--- config.mk ---
export PLATFORM = sky130hd
export DESIGN_NAME = msps_sequencer
export DESIGN_NICKNAME = d
export VERILOG_FILES = /design/src/shared/msps_pkg.sv /design/src/hw/msps_sequencer.sv
export VERILOG_INCLUDE_DIRS = /design/src /design/src/shared
export SDC_FILE = /design/constraint.sdc
export NUM_CORES = 1
export LEC_CHECK = 0
export ABC_AREA = 1
export BUFFER_PORTS_ARGS = -buffer_cell sky130_fd_sc_hd__buf_2
export CAP_MARGIN = 20
export CORE_MARGIN = 5
export CORE_UTILIZATION = 50
export DETAILED_ROUTE_END_ITERATION = 8
export PLACE_DENSITY_LB_ADDON = 0.25
export SYNTH_ARGS = -nofsm -noshare
export SYNTH_HDL_FRONTEND = slang
export SYNTH_SLANG_ARGS = --single-unit
--- constraint.sdc ---
create_clock -name CORE_CLK_IN -period 2.7 [get_ports CORE_CLK_IN]
set_input_delay 0.54 -clock CORE_CLK_IN [delete_from_list [all_inputs] [get_ports CORE_CLK_IN]]
set_output_delay 0.54 -clock CORE_CLK_IN [all_outputs]
set_load 0.1 [all_outputs]
--- src/shared/msps_params.svh ---
// Constants of the microstep phase sequencer: clock, timing counts and register map.
// Assumes it is included once per compilation unit by its bare name.
`ifndef MSPS_PARAMS_SVH
`define MSPS_PARAMS_SVH

// ==========================================================
// Timing
`define MSPS_CLK_HZ 10000000
`define MSPS_CHOP_HZ 47000
`define MSPS_CHOP_CYCLES (`MSPS_CLK_HZ / `MSPS_CHOP_HZ)
`define MSPS_FILT_NS 1000
`define MSPS_FILT_CYCLES ((`MSPS_FILT_NS * (`MSPS_CLK_HZ / 1000000) + 999) / 1000)

// ==========================================================
// Position and levels
`define MSPS_ORIGIN 6'h08
`define MSPS_QTR 5'h10
`define MSPS_FULL 7'h64
`define MSPS_SYNC_RST 14'h03ff
`define MSPS_PIN_IDLE 1'b1

// ==========================================================
// Register map
`define MSPS_ADDR_CTRL 12'h000
`define MSPS_ADDR_STAT 12'h004
`define MSPS_CTRL_HOLD 0
`define MSPS_CTRL_RST 1'b0

`endif

--- src/shared/msps_pkg.sv ---
// Types shared by the microstep phase sequencer.
// Assumes nothing of its surroundings.
package msps_pkg;
   typedef logic [5:0] msps_pos_t;
   typedef logic [6:0] msps_level_t;
   typedef enum logic [2:0] {
      MSPS_TWO,
      MSPS_ONE_TWO,
      MSPS_W12,
      MSPS_2W12,
      MSPS_4W12
   } msps_excite_t;
endpackage : msps_pkg

--- src/hw/msps_sequencer.sv ---
// Microstep phase sequencer with per-phase chopper latches and an APB status port.
// Assumes all pins but the APB ones come from outside the clock domain and APB runs on CORE_CLK_IN.
`timescale 1ns/1ps
`include "msps_params.svh"

module msps_sequencer
   import msps_pkg::*;
#(
   parameter int CHOP_CYCLES = `MSPS_CHOP_CYCLES,
   parameter int FILT_CYCLES = `MSPS_FILT_CYCLES
) (
   input wire logic CORE_CLK_IN, // 10 MHz system clock
   input wire logic RST_IN, // async reset, high
   input wire logic RESET_N_IN, // host reset pin, low
   input wire logic STEP_CLK_IN, // step clock pin
   input wire logic DIRECTION_SELECT_IN, // high clockwise
   input wire logic MODE_BIT_LOW_IN, // excitation mode low bit
   input wire logic MODE_BIT_HIGH_IN, // excitation mode high bit
   input wire logic EDGE_SELECT_IN, // high rising only
   input wire logic LOCUS_BIT_A_IN, // vector locus bit a
   input wire logic LOCUS_BIT_B_IN, // vector locus bit b
   input wire logic RETURN_IN, // origin return pin
   input wire logic ENABLE_IN, // low enters hold
   input wire logic [3:0] CURRENT_REACHED_IN, // comparators A,Ab,B,Bb
   input wire logic PSEL_IN, // APB select
   input wire logic PENABLE_IN, // APB enable
   input wire logic PWRITE_IN, // APB direction
   input wire logic [11:0] PADDR_IN, // APB byte address
   input wire logic [31:0] PWDATA_IN, // APB write data
   output logic PREADY_OUT, // APB ready
   output logic [31:0] PRDATA_OUT, // APB read data
   output logic PSLVERR_OUT, // APB error
   output logic [3:0] DRIVE_OUT, // phase drives A,Ab,B,Bb
   output logic [6:0] REF_A_OUT, // A axis level, percent
   output logic [6:0] REF_B_OUT, // B axis level, percent
   output logic PHASE_MONITOR_FIRST_OUT, // quadrant bit first
   output logic PHASE_MONITOR_SECOND_OUT, // quadrant bit second
   output logic ORIGIN_MONITOR_OUT // low at origin
);

   // ==========================================================
   // Decode functions

   function automatic msps_excite_t excite_of(input logic edge_one, input logic [1:0] sel);
      msps_excite_t e;
      e = MSPS_TWO;
      unique case ({edge_one, sel})
         3'h4: e = MSPS_TWO;
         3'h5: e = MSPS_ONE_TWO;
         3'h6: e = MSPS_W12;
         3'h7: e = MSPS_2W12;
         3'h0: e = MSPS_ONE_TWO;
         3'h1: e = MSPS_W12;
         3'h2: e = MSPS_2W12;
         3'h3: e = MSPS_4W12;
      endcase
      return e;
   endfunction : excite_of

   function automatic msps_pos_t step_of(input msps_excite_t e);
      msps_pos_t s;
      s = 6'h01;
      unique case (e)
         MSPS_TWO: s = 6'h10;
         MSPS_ONE_TWO: s = 6'h08;
         MSPS_W12: s = 6'h04;
         MSPS_2W12: s = 6'h02;
         MSPS_4W12: s = 6'h01;
         default: s = 6'h01;
      endcase
      return s;
   endfunction : step_of

   // Columns: circular, outside one, outside two, inside.
   function automatic msps_level_t level_of(input logic [4:0] k, input logic [1:0] loc,
                                            input logic two);
      logic [27:0] row;
      msps_level_t v;
      row = 28'h0;
      case (k)
         5'h01: row = {7'h0e, 7'h0f, 7'h0f, 7'h0d};
         5'h02: row = {7'h14, 7'h19, 7'h17, 7'h13};
         5'h03: row = {7'h1f, 7'h22, 7'h21, 7'h1c};
         5'h04: row = {7'h28, 7'h2c, 7'h2a, 7'h27};
         5'h05: row = {7'h30, 7'h33, 7'h31, 7'h2d};
         5'h06: row = {7'h37, 7'h3e, 7'h39, 7'h36};
         5'h07: row = {7'h41, 7'h45, 7'h41, 7'h3e};
         5'h08: row = {7'h47, 7'h4d, 7'h47, 7'h45};
         5'h09: row = {7'h4d, 7'h52, 7'h4d, 7'h4a};
         5'h0a: row = {7'h53, 7'h58, 7'h55, 7'h52};
         5'h0b: row = {7'h58, 7'h5c, 7'h59, 7'h55};
         5'h0c: row = {7'h5c, 7'h5f, 7'h5f, 7'h5c};
         5'h0d: row = {7'h61, 7'h62, 7'h62, 7'h5e};
         5'h0e, 5'h0f, 5'h10: row = {4{`MSPS_FULL}};
         default: row = 28'h0;
      endcase
      unique case (loc)
         2'h3: v = row[27:21];
         2'h1: v = row[20:14];
         2'h2: v = row[13:7];
         2'h0: v = row[6:0];
      endcase
      if (two && (k != 5'h00)) begin
         v = `MSPS_FULL;
      end
      return v;
   endfunction : level_of

   // ==========================================================
   // Pin synchronisers

   localparam int FW = $clog2(FILT_CYCLES + 1);
   localparam int CW = $clog2(CHOP_CYCLES + 1);

   wire [13:0] pin_vec = {CURRENT_REACHED_IN, RESET_N_IN, ENABLE_IN, RETURN_IN,
                          STEP_CLK_IN, LOCUS_BIT_B_IN, LOCUS_BIT_A_IN, EDGE_SELECT_IN,
                          MODE_BIT_HIGH_IN, MODE_BIT_LOW_IN, DIRECTION_SELECT_IN};
   logic [13:0] sync1_reg;
   logic [13:0] sync2_reg;

   always_ff @(posedge CORE_CLK_IN or posedge RST_IN) begin
      if (RST_IN) begin
         sync1_reg <= `MSPS_SYNC_RST;
         sync2_reg <= `MSPS_SYNC_RST;
      end else begin
         sync1_reg <= pin_vec;
         sync2_reg <= sync1_reg;
      end
   end

   wire dir_s = sync2_reg[0];
   wire [1:0] mode_s = sync2_reg[2:1];
   wire edge_s = sync2_reg[3];
   wire [1:0] locus_s = {sync2_reg[5], sync2_reg[4]};
   wire [1:0] raw_s = {sync2_reg[7], sync2_reg[6]};
   wire en_s = sync2_reg[8];
   wire sw_rst = ~sync2_reg[9];
   wire [3:0] cmp_s = sync2_reg[13:10];

   logic ctrl_hold_reg;
   wire hold = ~en_s | ctrl_hold_reg;

   // ==========================================================
   // Edge filters: channel 0 step clock, channel 1 return

   wire [1:0] rise;
   wire [1:0] fall;
   genvar g;
   for (g = 0; g < 2; g++) begin : g_filt
      logic [FW-1:0] cnt_reg;
      logic lvl_reg;
      wire diff = raw_s[g] ^ lvl_reg;
      wire done = diff & (cnt_reg == FW'(FILT_CYCLES - 1));
      always_ff @(posedge CORE_CLK_IN or posedge RST_IN) begin
         if (RST_IN) begin
            cnt_reg <= '0;
            lvl_reg <= `MSPS_PIN_IDLE;
         end else begin
            cnt_reg <= (done | ~diff | sw_rst) ? '0 : cnt_reg + 1'b1;
            lvl_reg <= (done | sw_rst) ? raw_s[g] : lvl_reg;
         end
      end
      assign rise[g] = done & raw_s[g] & ~sw_rst;
      assign fall[g] = done & ~raw_s[g] & ~sw_rst;
   end

   // ==========================================================
   // Position counter

   msps_pos_t pos_reg;
   wire msps_excite_t exc = excite_of(edge_s, mode_s);
   wire msps_pos_t step_amt = step_of(exc);
   wire msps_pos_t pos_up = pos_reg + step_amt;
   wire msps_pos_t pos_dn = pos_reg - step_amt;
   // rising edges; falling too when edge select low.
   wire step_ev = ~hold & (rise[0] | (fall[0] & ~edge_s));
   wire ret_ev = ~hold & rise[1];
   wire msps_pos_t pos_step = dir_s ? pos_up : pos_dn;
   // host reset to origin; hold leaves position.
   wire msps_pos_t pos_next = (sw_rst | ret_ev) ? `MSPS_ORIGIN :
                              step_ev ? pos_step : pos_reg;

   always_ff @(posedge CORE_CLK_IN or posedge RST_IN) begin
      if (RST_IN) begin
         pos_reg <= `MSPS_ORIGIN;
      end else begin
         pos_reg <= pos_next;
      end
   end

   // ==========================================================
   // Phase levels: each quadrant has sixteen microsteps

   wire [1:0] quad = pos_reg[5:4];
   wire [4:0] k_sin = {1'b0, pos_reg[3:0]};
   wire [4:0] k_cos = `MSPS_QTR - k_sin;
   wire two = (exc == MSPS_TWO);
   wire msps_level_t lv_sin = level_of(k_sin, locus_s, two);
   wire msps_level_t lv_cos = level_of(k_cos, locus_s, two);
   wire msps_level_t lv_a = quad[0] ? lv_sin : lv_cos;
   wire msps_level_t lv_b = quad[0] ? lv_cos : lv_sin;
   wire a_neg = quad[0] ^ quad[1];
   wire b_pos = quad[1];
   wire a_on = (lv_a != 7'h00);
   wire b_on = (lv_b != 7'h00);
   wire [3:0] phase_on = {~b_pos & b_on, b_pos & b_on, a_neg & a_on, ~a_neg & a_on};

   // ==========================================================
   // Chopper: fixed period, set at start, comparator resets

   logic [CW-1:0] chop_cnt_reg;
   logic [3:0] latch_reg;
   wire chop_start = (chop_cnt_reg == '0);
   wire chop_last = (chop_cnt_reg == CW'(CHOP_CYCLES - 1));
   // chopper count stands still in hold.
   wire [CW-1:0] chop_next = hold ? chop_cnt_reg : chop_last ? '0 : chop_cnt_reg + 1'b1;
   // set wins at period start; trip clears until next set.
   wire [3:0] latch_run = chop_start ? (phase_on | (latch_reg & ~cmp_s & phase_on)) :
                          (latch_reg & ~cmp_s & phase_on);
   wire [3:0] latch_next = hold ? latch_reg : latch_run;

   always_ff @(posedge CORE_CLK_IN or posedge RST_IN) begin
      if (RST_IN) begin
         chop_cnt_reg <= '0;
         latch_reg <= 4'h0;
      end else if (sw_rst) begin
         chop_cnt_reg <= '0;
         latch_reg <= 4'h0;
      end else begin
         chop_cnt_reg <= chop_next;
         latch_reg <= latch_next;
      end
   end

   // ==========================================================
   // Outputs and monitors

   wire [3:0] drive_next = latch_reg & phase_on & ~{4{hold | sw_rst}};
   wire mon_first_next = ~a_neg;
   wire mon_second_next = quad[0];
   wire origin_next = (pos_reg != `MSPS_ORIGIN);

   always_ff @(posedge CORE_CLK_IN or posedge RST_IN) begin
      if (RST_IN) begin
         DRIVE_OUT <= 4'h0;
         REF_A_OUT <= 7'h00;
         REF_B_OUT <= 7'h00;
         PHASE_MONITOR_FIRST_OUT <= 1'b1;
         PHASE_MONITOR_SECOND_OUT <= 1'b0;
         ORIGIN_MONITOR_OUT <= 1'b0;
      end else begin
         DRIVE_OUT <= drive_next;
         REF_A_OUT <= lv_a;
         REF_B_OUT <= lv_b;
         PHASE_MONITOR_FIRST_OUT <= mon_first_next;
         PHASE_MONITOR_SECOND_OUT <= mon_second_next;
         ORIGIN_MONITOR_OUT <= origin_next;
      end
   end

   // ==========================================================
   // APB slave: one wait state on every access

   wire apb_acc = PSEL_IN & PENABLE_IN;
   wire apb_first = apb_acc & ~PREADY_OUT;
   wire apb_done = apb_acc & PREADY_OUT;
   wire hit_ctrl = (PADDR_IN == `MSPS_ADDR_CTRL);
   wire hit_stat = (PADDR_IN == `MSPS_ADDR_STAT);
   wire [31:0] stat_word = {22'h0, hold, ORIGIN_MONITOR_OUT, PHASE_MONITOR_SECOND_OUT,
                            PHASE_MONITOR_FIRST_OUT, pos_reg};
   wire [31:0] rd_mux = hit_ctrl ? {31'h0, ctrl_hold_reg} : hit_stat ? stat_word : 32'h0;
   wire ctrl_wr = apb_done & PWRITE_IN & hit_ctrl;

   always_ff @(posedge CORE_CLK_IN or posedge RST_IN) begin
      if (RST_IN) begin
         PREADY_OUT <= 1'b0;
         PRDATA_OUT <= 32'h0;
         PSLVERR_OUT <= 1'b0;
         ctrl_hold_reg <= `MSPS_CTRL_RST;
      end else begin
         PREADY_OUT <= apb_first;
         PRDATA_OUT <= (apb_first & ~PWRITE_IN) ? rd_mux : 32'h0;
         PSLVERR_OUT <= apb_first & ~(hit_ctrl | hit_stat);
         ctrl_hold_reg <= ctrl_wr ? PWDATA_IN[`MSPS_CTRL_HOLD] : ctrl_hold_reg;
      end
   end

   wire quiet = ~hold & ~sw_rst & ~rise[1];
endmodule : msps_sequencer

Word-level counts from Yosys, hierarchy flattened. Memory sizes are Yosys's and may differ from the RTL's. Index checks and enable logic that the tools add are counted.

Bits in registers: 90. ROM bits: 1816. Bits of input ports: 63. Output and inout port bits: 55. Word-level logic and storage cells: 127. Memories: 3.

Memories: (no name shown) (depth 32, bits a word 28, read ports 1, clocked after memory_dff 0, write ports 0, line msps_sequencer.sv:80) `case (k)`; (no name shown) (depth 32, bits a word 28, read ports 1, clocked after memory_dff 0, write ports 0, line msps_sequencer.sv:80); (no name shown) (depth 8, bits a word 3, read ports 1, clocked after memory_dff 0, write ports 0, line msps_sequencer.sv:47) `unique case ({edge_one, sel})`.

$add $sub $neg: 6. Eq/ne operators: 12. Mux-type cells: 21. Bitwise logic cells: 55. Reductions and logical operators: 11.

Operators by type and width (count): one-hot mux 7 bit (4 select lines) (2); two-way mux 10 bit (3); two-way mux 7 bit (4); two-way mux 8 bit (3); bitwise AND 1 bit (22); two-way mux 4 bit (5); one-hot mux 5 bit (4 select lines) (1); two-way mux 6 bit (3); bitwise AND 4 bit (4); nonzero test 7 bit (2); equality test 12 x 3 -> 1 bit (second input constant) (1); zero test 12 bit (1); NOT 1 bit (12); bitwise OR 1 bit (11); nonzero test 5 bit (2); adder 4 x 1 -> 4 bit (second input constant) (2); adder 8 x 1 -> 8 bit (second input constant) (1); equality test 4 bit (second input constant) (2); equality test 8 bit (second input constant) (1); zero test 8 bit (1); NOT 4 bit (2); adder 6 bit (1); equality test 3 x 2 -> 1 bit (second input constant) (2); inequality test 6 x 4 -> 1 bit (second input constant) (1); 12 further kinds (16).

Depth between registers and ports, before layout. Gate-level depths: netlist of run 1.

Word-level depth: 12. Mapped depth: 23. Gate-level depth less buffers: 19.

Least setup slack after synthesis of run 1. No wires, ideal clock.

Path kind: register -> register. Start: register pos_reg[1]. End: register latch_reg[2]. Library setup time: 117 ps. Data arrival time: 2788 ps. Data required time: 2583 ps. Slack: -206 ps. Cell stages (with the launch flop): 19. Path buffers: 2. Period minus slack after synthesis: 2906 ps. Cell sequence: dfrtp_1 > clkinv_1 > ha_1 > ha_1 > buf_2 > buf_2 > nand2_1 > o21ai_0 > nor2_1 > nor2_1 > nor2_1 > nor2_1 > nand3_1 > nand2_1 > nand2_1 > nor2_1 > nand2_1 > nand3_1 > nand2_1.

Longest elaborated chain between the ends: 12. Elaborated cells between the ends (all ways): 19. Classes of those cells: 1 x add/sub; 8 x mux; 3 x bitwise; 5 x reduce/logical; 2 x memory.

RTL lines: start, declared (line msps_sequencer.sv:170) `msps_pos_t pos_reg;`; start signal, assigned (line msps_sequencer.sv:185) `` pos_reg <= `MSPS_ORIGIN; ``; start signal, assigned (line msps_sequencer.sv:187) `pos_reg <= pos_next;`; subtractor 5 x 4 -> 5 bit (no line); memory read (32 x 28 bit) / nonzero test 5 bit (equally long branches); one-hot mux 7 bit (4 select lines) / logical AND 1 bit (equally long branches) (line msps_sequencer.sv:97, msps_sequencer.sv:103); two-way mux 7 bit (line msps_sequencer.sv:103) `if (two && (k != 5'h00)) begin`; two-way mux 7 bit * (line msps_sequencer.sv:201) `wire msps_level_t lv_b = quad[0] ? lv_cos : lv_sin;`; nonzero test 7 bit * (line msps_sequencer.sv:205) `wire b_on = (lv_b != 7'h00);`; bitwise AND 1 bit * (line msps_sequencer.sv:206) `wire [3:0] phase_on = {~b_pos & b_on, b_pos & b_on, a_neg & a_on, ~a_neg & a_on};`; bitwise AND 4 bit (line msps_sequencer.sv:218, msps_sequencer.sv:219); bitwise OR 4 bit (line msps_sequencer.sv:218) `wire [3:0] latch_run = chop_start ? (phase_on | (latch_reg & ~cmp_s & phase_on)) :`; two-way mux 4 bit * (line msps_sequencer.sv:218); two-way mux 4 bit * (line msps_sequencer.sv:220) `wire [3:0] latch_next = hold ? latch_reg : latch_run;`; two-way mux 4 bit * (line msps_sequencer.sv:226) `end else if (sw_rst) begin`; end signal, assigned (line msps_sequencer.sv:231) `latch_reg <= latch_next;`; end, declared (line msps_sequencer.sv:212) `logic [3:0] latch_reg;`.

Every way passes the cells marked *; elsewhere a longest branch is shown, timed or not. The select of a mux whose other input is x is not followed. A chain may end at the register's enable or synchronous reset.

Worst setup path after layout of run 1.
Start: register pos_reg[0]. End: register DRIVE_OUT[2].

Longest elaborated chain between the ends: 9. Elaborated cells between the ends (all ways): 16. Classes of those cells: 1 x add/sub; 5 x mux; 3 x bitwise; 5 x reduce/logical; 2 x memory.

RTL lines: subtractor 5 x 4 -> 5 bit (no line); memory read (32 x 28 bit) / nonzero test 5 bit (equally long branches); one-hot mux 7 bit (4 select lines) / logical AND 1 bit (equally long branches) (line msps_sequencer.sv:97, msps_sequencer.sv:103); two-way mux 7 bit (line msps_sequencer.sv:103); two-way mux 7 bit * (line msps_sequencer.sv:201); nonzero test 7 bit * (line msps_sequencer.sv:205); bitwise AND 1 bit * (line msps_sequencer.sv:206); bitwise AND 4 bit * (2 in a row) (line msps_sequencer.sv:238) `wire [3:0] drive_next = latch_reg & phase_on & ~{4{hold | sw_rst}};`; via drive_next[2] (line msps_sequencer.sv:238); end signal, assigned (line msps_sequencer.sv:252) `DRIVE_OUT <= drive_next;`; end, declared (line msps_sequencer.sv:33) `output logic [3:0] DRIVE_OUT,`.

Mark *: on every way through the listed nets, which the timed path passes. The rest lies on a longest branch.

==> results of run 1 <==
==> power groups by stage <==
stage	Sequential, W	Combinational [W]	Clock, W
after floorplan	0.00158	0.000320	0
after global placement	0.00145	0.000526	0
after detailed placement	0.00146	0.000534	0
after CTS	0.00143	0.000536	0.00104
after global routing	0.00144	0.000581	0.00110
final	0.00143	0.000540	0.00101
==> cells in the mapped netlist (5+ instances only) <==
master / n / share of area
inv_1: 69 / 0.047
nor2_1: 79 / 0.054
buf_4: 27 / 0.037
dfstp_2: 24 / 0.11
xnor2_1: 7 / 0.011
inv_2: 12 / 0.0081
nand2_2: 6 / 0.0068
ha_1: 29 / 0.066
xor2_1: 8 / 0.013
o22ai_1: 9 / 0.010
nor3_1: 8 / 0.0072
o21ai_1: 15 / 0.014
nand2_1: 204 / 0.14
o21ai_0: 28 / 0.025
a21oi_1: 22 / 0.020
nand4_1: 8 / 0.0091
nand3_1: 67 / 0.061
buf_2: 9 / 0.0081
dfrtp_1: 66 / 0.30
buf_6: 5 / 0.010
==> cells by family after synthesis <==
group,Yosys count,synth area share
and+or+nand+nor,385,0.2940
buffers and inverters,127,0.1138
DFF,90,0.4128
AOI/OAI and AO/OA,85,0.08373
adders and majority gates,30,0.06925
xor gates and xnor gates,15,0.02376
other,1,0.0006782
muxes,1,0.002037
==> stage by stage <==
stage                     area, sq um  setup slack (ns)  hold slack [ns]
after global routing             6364         -0.006104           0.2439
final                            6364            0.1613           0.2488
after floorplan                  5614           0.02693           0.3312
after detailed placement         6070          0.002124           0.3347
after CTS                        6297           0.04696           0.2439
after global placement           6070           0.04881           0.3328
==> final cells by class <==
cell class | instances | share of cell area
multi-input combinational | 538 | 0.4312
tap | 140 | 0.02753
clock inverter | 7 | 0.01593
sequential | 90 | 0.3588
inverter | 85 | 0.05230
clock buffer | 9 | 0.01947
timing repair buffer | 100 | 0.09477
==> per-layer routing <==
layer	GRT usage	up-vias	wire (um)
li1	-	2473	-
met2	0.3900	165	7080
met1	0.2885	2394	6025
met3	0.03737	25	838
met5	0	-	0
met4	0.07433	0	320
==> timing repair <==
item,CTS,global route
hold buffers,0,0
gates resized for setup,1,12
pin swaps,0,3
buffers inserted,0,2
setup endpoints to repair,2,10
==> final timing paths <==
path / slack, ns / cells past startpoint / from / endpoint
worst max-delay path: 0.16 / 17 / pos_reg[0] / DRIVE_OUT[2]
worst min-delay path: 0.25 / 2 / RST_IN / sync2_reg[12]
worst max register to register: 0.16 / 17 / pos_reg[0] / DRIVE_OUT[2]
worst min register to register: 0.36 / 0 / sync1_reg[9] / sync2_reg[9]
max in group asynchronous: 1.76 / 3 / RST_IN / sync1_reg[0]
min in group CORE_CLK_IN: 0.26 / 1 / RETURN_IN / sync1_reg[7]
==> critical path, cell delays in order (launching register included) <==
cell	delay [ns]
dfrtp_1	0.41
inv_4	0.06
ha_1	0.22
buf_4	0.20
clkinvlp_4	0.20
nand2_1	0.19
nand2_1	0.06
o21ai_0	0.18
nor2_1	0.06
nor2_1	0.20
nand2_1	0.11
nand2_1	0.07
nand2_1	0.07
nand3_1	0.08
nor2_1	0.05
nand2_2	0.12
nand2_1	0.06
nor2_1	0.11
==> results_dict.tcl, run 1 <==
set metrics [dict create \
    n_fill_cell 986 \
    regArea_sq_um 2283 \
    multi_input_area_sq_um 2744 \
    insertion_delay_ns 0.36 \
    setup-tns-final_ns 0 \
    die_w_um 115.2 \
    grt_max_degree 45 \
    ir_drop_uv 395.6 \
    powerDensity_nw_per_um2 469.0 \
    cp-start-kind "register" \
    required_ns 2.99 \
    syn_to_final_growth_pct 15.09 \
    tightestPinTransition_ns 0.6352 \
    start_util 0.5100 \
    place.gp.congestion 0.9640 \
    detail_route.iter0.violations 399 \
    grtUsageTotal 0.2258 \
    vias_per_cell 5.219 \
    htreeDepth 3 \
    io_buffers 64 \
    cts_made_buffers 9 \
    dp_hpwl_mm 10.76 \
    drive_gt1_frac 0.2171 \
    dp_cells 951 \
    arrival_ns 2.83 \
    die_area_sq_um 13260 \
    yosysWarnings 0 \
    p_switching_w 0.0009344 \
    clk_path_buf_depth 2 \
    cts-root-buf "clkbuf_8" \
    ys_types 39 \
    power_w 0.002984 \
    grt_pass1_vias 5013 \
    utilization 0.5870 \
    cts_tree "built" \
    hold_viol_final 0 \
    diodes 0 \
    critPathMaxFanout 7 \
    clk_pin_slew_ns 0.09 \
    final_cells 969 \
    ant_nets 0 \
    clkSinkCount 90 \
    worstSetupPathType "register to register" \
    ios 118 \
    first_pass_iters 5 \
    async_flop_share 1.000 \
    setup-violations-final 0 \
    synth_edf_count 0 \
    rows 38 \
    slew_headroom 0.5756 \
    finalClockSkew_ns 0.01330 \
    core_sq_um 10840 \
    routedWlPerCell_um 14.72 \
    post-route-period-util 0.9402 \
    p_clk_frac 0.339 \
    synth_flop_cell "dfrtp_1" \
    intPower_w 0.002050 \
    ys_ff_latch 90 \
    layout_common_cells "203 x nand2_1, 78 x nor2_1, 67 x inv_1, 67 x nand3_1, 65 x dfrtp_1" \
    die_h_um 115.2 \
    status "finished, final reports clean" \
    syn-cell-area_sq_um 5529 \
    routed_wl_mm 14.26 \
    antenna_found_initial 0 \
    syn_area_per_cell_sq_um 7.533 \
    cellLeakagePower_nw 3.382 \
    hold_path.class "input pin to asynchronous set/reset pin" \
    grt_overflow 0 \
    min_period_ns 2.539 \
    final_max_slew_viol_count 0 \
    fmax_mhz 393.9 \
    layout_commonest_cell "nand2_1" \
    grt_pass1_wl_mm 23.73 \
    syn_inst 734 \
    drv_cap 0 \
    final_nets 917 \
    cp-end-kind "register" \
    pwr-share-comb 0.181 \
    vias 5057 \
    ys_seq_area_frac 0.4128 \
    p_sw_frac 0.3131 \
    post-route-drc-count 0 \
    power_frac_seq 0.480 \
]
Power figures use the tool's default switching activity.
==> run 2: changes to the inputs <==
ABC_AREA = not set   (was 1)
GPL_TIMING_DRIVEN = 0   (was not set)
HOLD_SLACK_MARGIN = 0.1   (was not set)
==> run 2 against run 1 <==
Net effect:
- the run now ends with setup timing left
- sequential power is essentially flat
- via count decreased by 1.7%
- design area rose by 9.1%
- maximum frequency shrank 19%
- synthesized area rose by 1.1%
- setup slack worse by 0.59 ns
- cell count down 11%
- utilization is 5.1 points higher
- global-route usage rose by 2.2 points
- largest power group unchanged
- total power down 1.0%
==> results_dict.tcl, run 2 <==
set metrics [dict create \
    detail_route.iter0.violations 483 \
    cellLeakagePower_nw 3.198 \
    setup-violations-final 8 \
    hold_path.class "input pin to asynchronous set/reset pin" \
    r2r_start "pos_reg[1]" \
    drive_gt1_frac 0.3426 \
    grtUsageTotal 0.2479 \
    cp-start-kind "register" \
    ys_types 80 \
    htreeDepth 3 \
    cts_tree "built" \
    syn_area_per_cell_sq_um 9.568 \
    setup-tns-final_ns -3.118 \
    drv_cap 0 \
    insertion_delay_ns 0.37 \
    grt_overflow 0 \
    grt_pass1_vias 4781 \
    synth.area.top_cells "dfrtp_1 30%, dfstp_2 11%, ha_1 6.5%, buf_4 3.4%, nor2_1 3.3%" \
    cts_made_buffers 9 \
    yosysTopAreaCell "dfrtp_1" \
    vias 4972 \
    grt_max_degree 36 \
    rsz0062_at_grt "yes" \
    synth_flop_cell "dfrtp_1" \
    syn-cell-area_sq_um 5588 \
    routed_wl_mm 15.93 \
    core_sq_um 10890 \
    postCtsHoldBufs 0 \
    clk_path_buf_depth 2 \
    die_area_sq_um 13390 \
    fmax_mhz 320.1 \
    syn_inst 584 \
    clkSinkCount 90 \
    die_h_um 115.7 \
    async_flop_share 1.000 \
    antenna_found_initial 0 \
    vias_per_cell 5.795 \
    yosysWarnings 0 \
    ant_nets 0 \
    start_util 0.5132 \
    layout_commonest_cell "buf_2" \
    syn_to_final_growth_pct 24.25 \
    violations "setup timing" \
    arrival_ns 3.37 \
    netlist.area_leader.share 0.2956 \
    min_period_ns 3.124 \
    cp-startpoint "pos_reg[1]" \
    required_ns 2.95 \
    tightestPinTransition_ns 0.7112 \
    post-route-period-util 1.157 \
    powerDensity_nw_per_um2 425.5 \
    post-route-drc-count 0 \
    ios 118 \
    power_w 0.002954 \
    ys_ff_latch 90 \
    status "finished, violations left" \
    synth.most_common_cell "dfrtp_1" \
    dp_hpwl_mm 11.40 \
    place.gp.congestion 0.9479 \
    synthTopCellsByCount "66 x dfrtp_1, 49 x nor2_1, 43 x nand2_1" \
    fin_ws_ns -0.4243 \
    routedWlPerCell_um 18.56 \
    rows 38 \
    ir_drop_uv 471.7 \
    synth_edf_count 0 \
    slew_headroom 0.5259 \
    critPathMaxFanout 6 \
    io_buffers 64 \
    worstSetupPathType "register to register" \
    die_w_um 115.7 \
    clk_pin_slew_ns 0.08 \
    layout_common_cells "75 x buf_2, 63 x dfrtp_1, 58 x buf_4, 46 x nor2_1, 43 x nand2_1" \
    diodes 0 \
    ys_seq_area_frac 0.4084 \
    cts-root-buf "clkbuf_8" \
    grt_pass1_wl_mm 25.62 \
    first_pass_iters 5 \
    cp-end-kind "register" \
    hold_viol_final 0 \
    final_max_slew_viol_count 0 \
    final_nets 806 \
    finalClockSkew_ns 0.01223 \
]
-- run 2: worst max-delay path, stage by stage, from the launching register on --
cell,delay (ns)
dfrtp_2,0.39
buf_6,0.12
clkbuf_16,0.13
clkinv_8,0.06
ha_4,0.18
ha_4,0.32
buf_6,0.14
mux2i_4,0.23
buf_4,0.13
nor2_2,0.03
nor2_2,0.11
a21oi_2,0.09
a22o_1,0.20
or4b_4,0.49
nor4_4,0.13
buf_4,0.18
o41ai_1,0.07
-- run 2: what timing repair did --
action	CTS	global route
resized for setup	38	21
hold endpoints to repair	0	0
setup endpoints to repair	22	12
pin swaps	13	8
setup buffers	21	8
gates cloned	1	0
-- run 2: area by class of cell --
class / instances / area [sq um]
Fill cell: 910 / 3945
Multi-Input combinational cell: 432 / 3147
Sequential cell: 90 / 2286
Timing Repair Buffer: 98 / 595.6
Buffer: 55 / 414.1
Clock buffer: 15 / 187.7
Tap cell: 140 / 175.2
Inverter: 27 / 131.4
Clock inverter: 1 / 6.256
-- run 2: path summary, 6_finish.rpt --
kind                                              to  slack [ns]  depth (start not counted)
worst max-delay path                    latch_reg[0]       -0.42                         16
worst min-delay path            g_filt[1].cnt_reg[3]        0.24                          2
worst max register to register          latch_reg[0]       -0.42                         16
worst min register to register         sync2_reg[11]        0.36                          0
max in group asynchronous                 pos_reg[3]        1.62                          4
min in group CORE_CLK_IN                sync1_reg[8]        0.26                          1
-- run 2: routing by layer --
| layer | part of all wire | track usage |
|---|---|---|
| met5 | 0 | 0 |
| met4 | 0.024 | 0.09358 |
| met3 | 0.10 | 0.06214 |
| met2 | 0.45 | 0.3792 |
| met1 | 0.42 | 0.3418 |
-- run 2: cells by family after synthesis --
family,synth area share
simple gates,0.1953
compound gates,0.1854
flops,0.4084
buf+inv,0.08128
fa+ha+maj,0.06852
mux,0.03359
xor+xnor,0.02687
other cells,0.0006711
-- run 2: stage by stage --
step	hold WS (ns)	area [sq um]	worst slack (ns)	std cells	utilization
finish	0.2410	6943	-0.4243	858	0.6377
global route	0.2444	6943	-0.5572	858	0.6377
CTS	0.2405	6780	-0.3967	849	0.6227
detailed placement	0.3395	6261	-1.120	811	0.5750
global placement	0.3363	6221	-1.148	809	0.5714
floorplan	0.3312	5725	-0.3826	605	-
-- run 2: where the power goes --
| part | total, W | leakage [nW] | internal (W) | switching, W |
|---|---|---|---|---|
| sequential | 0.00144 | 1.11 | 0.00141 | 0.0000296 |
| combinational | 0.000620 | 1.99 | 0.000155 | 0.000465 |
| clock | 0.000890 | 0.0994 | 0.000443 | 0.000446 |
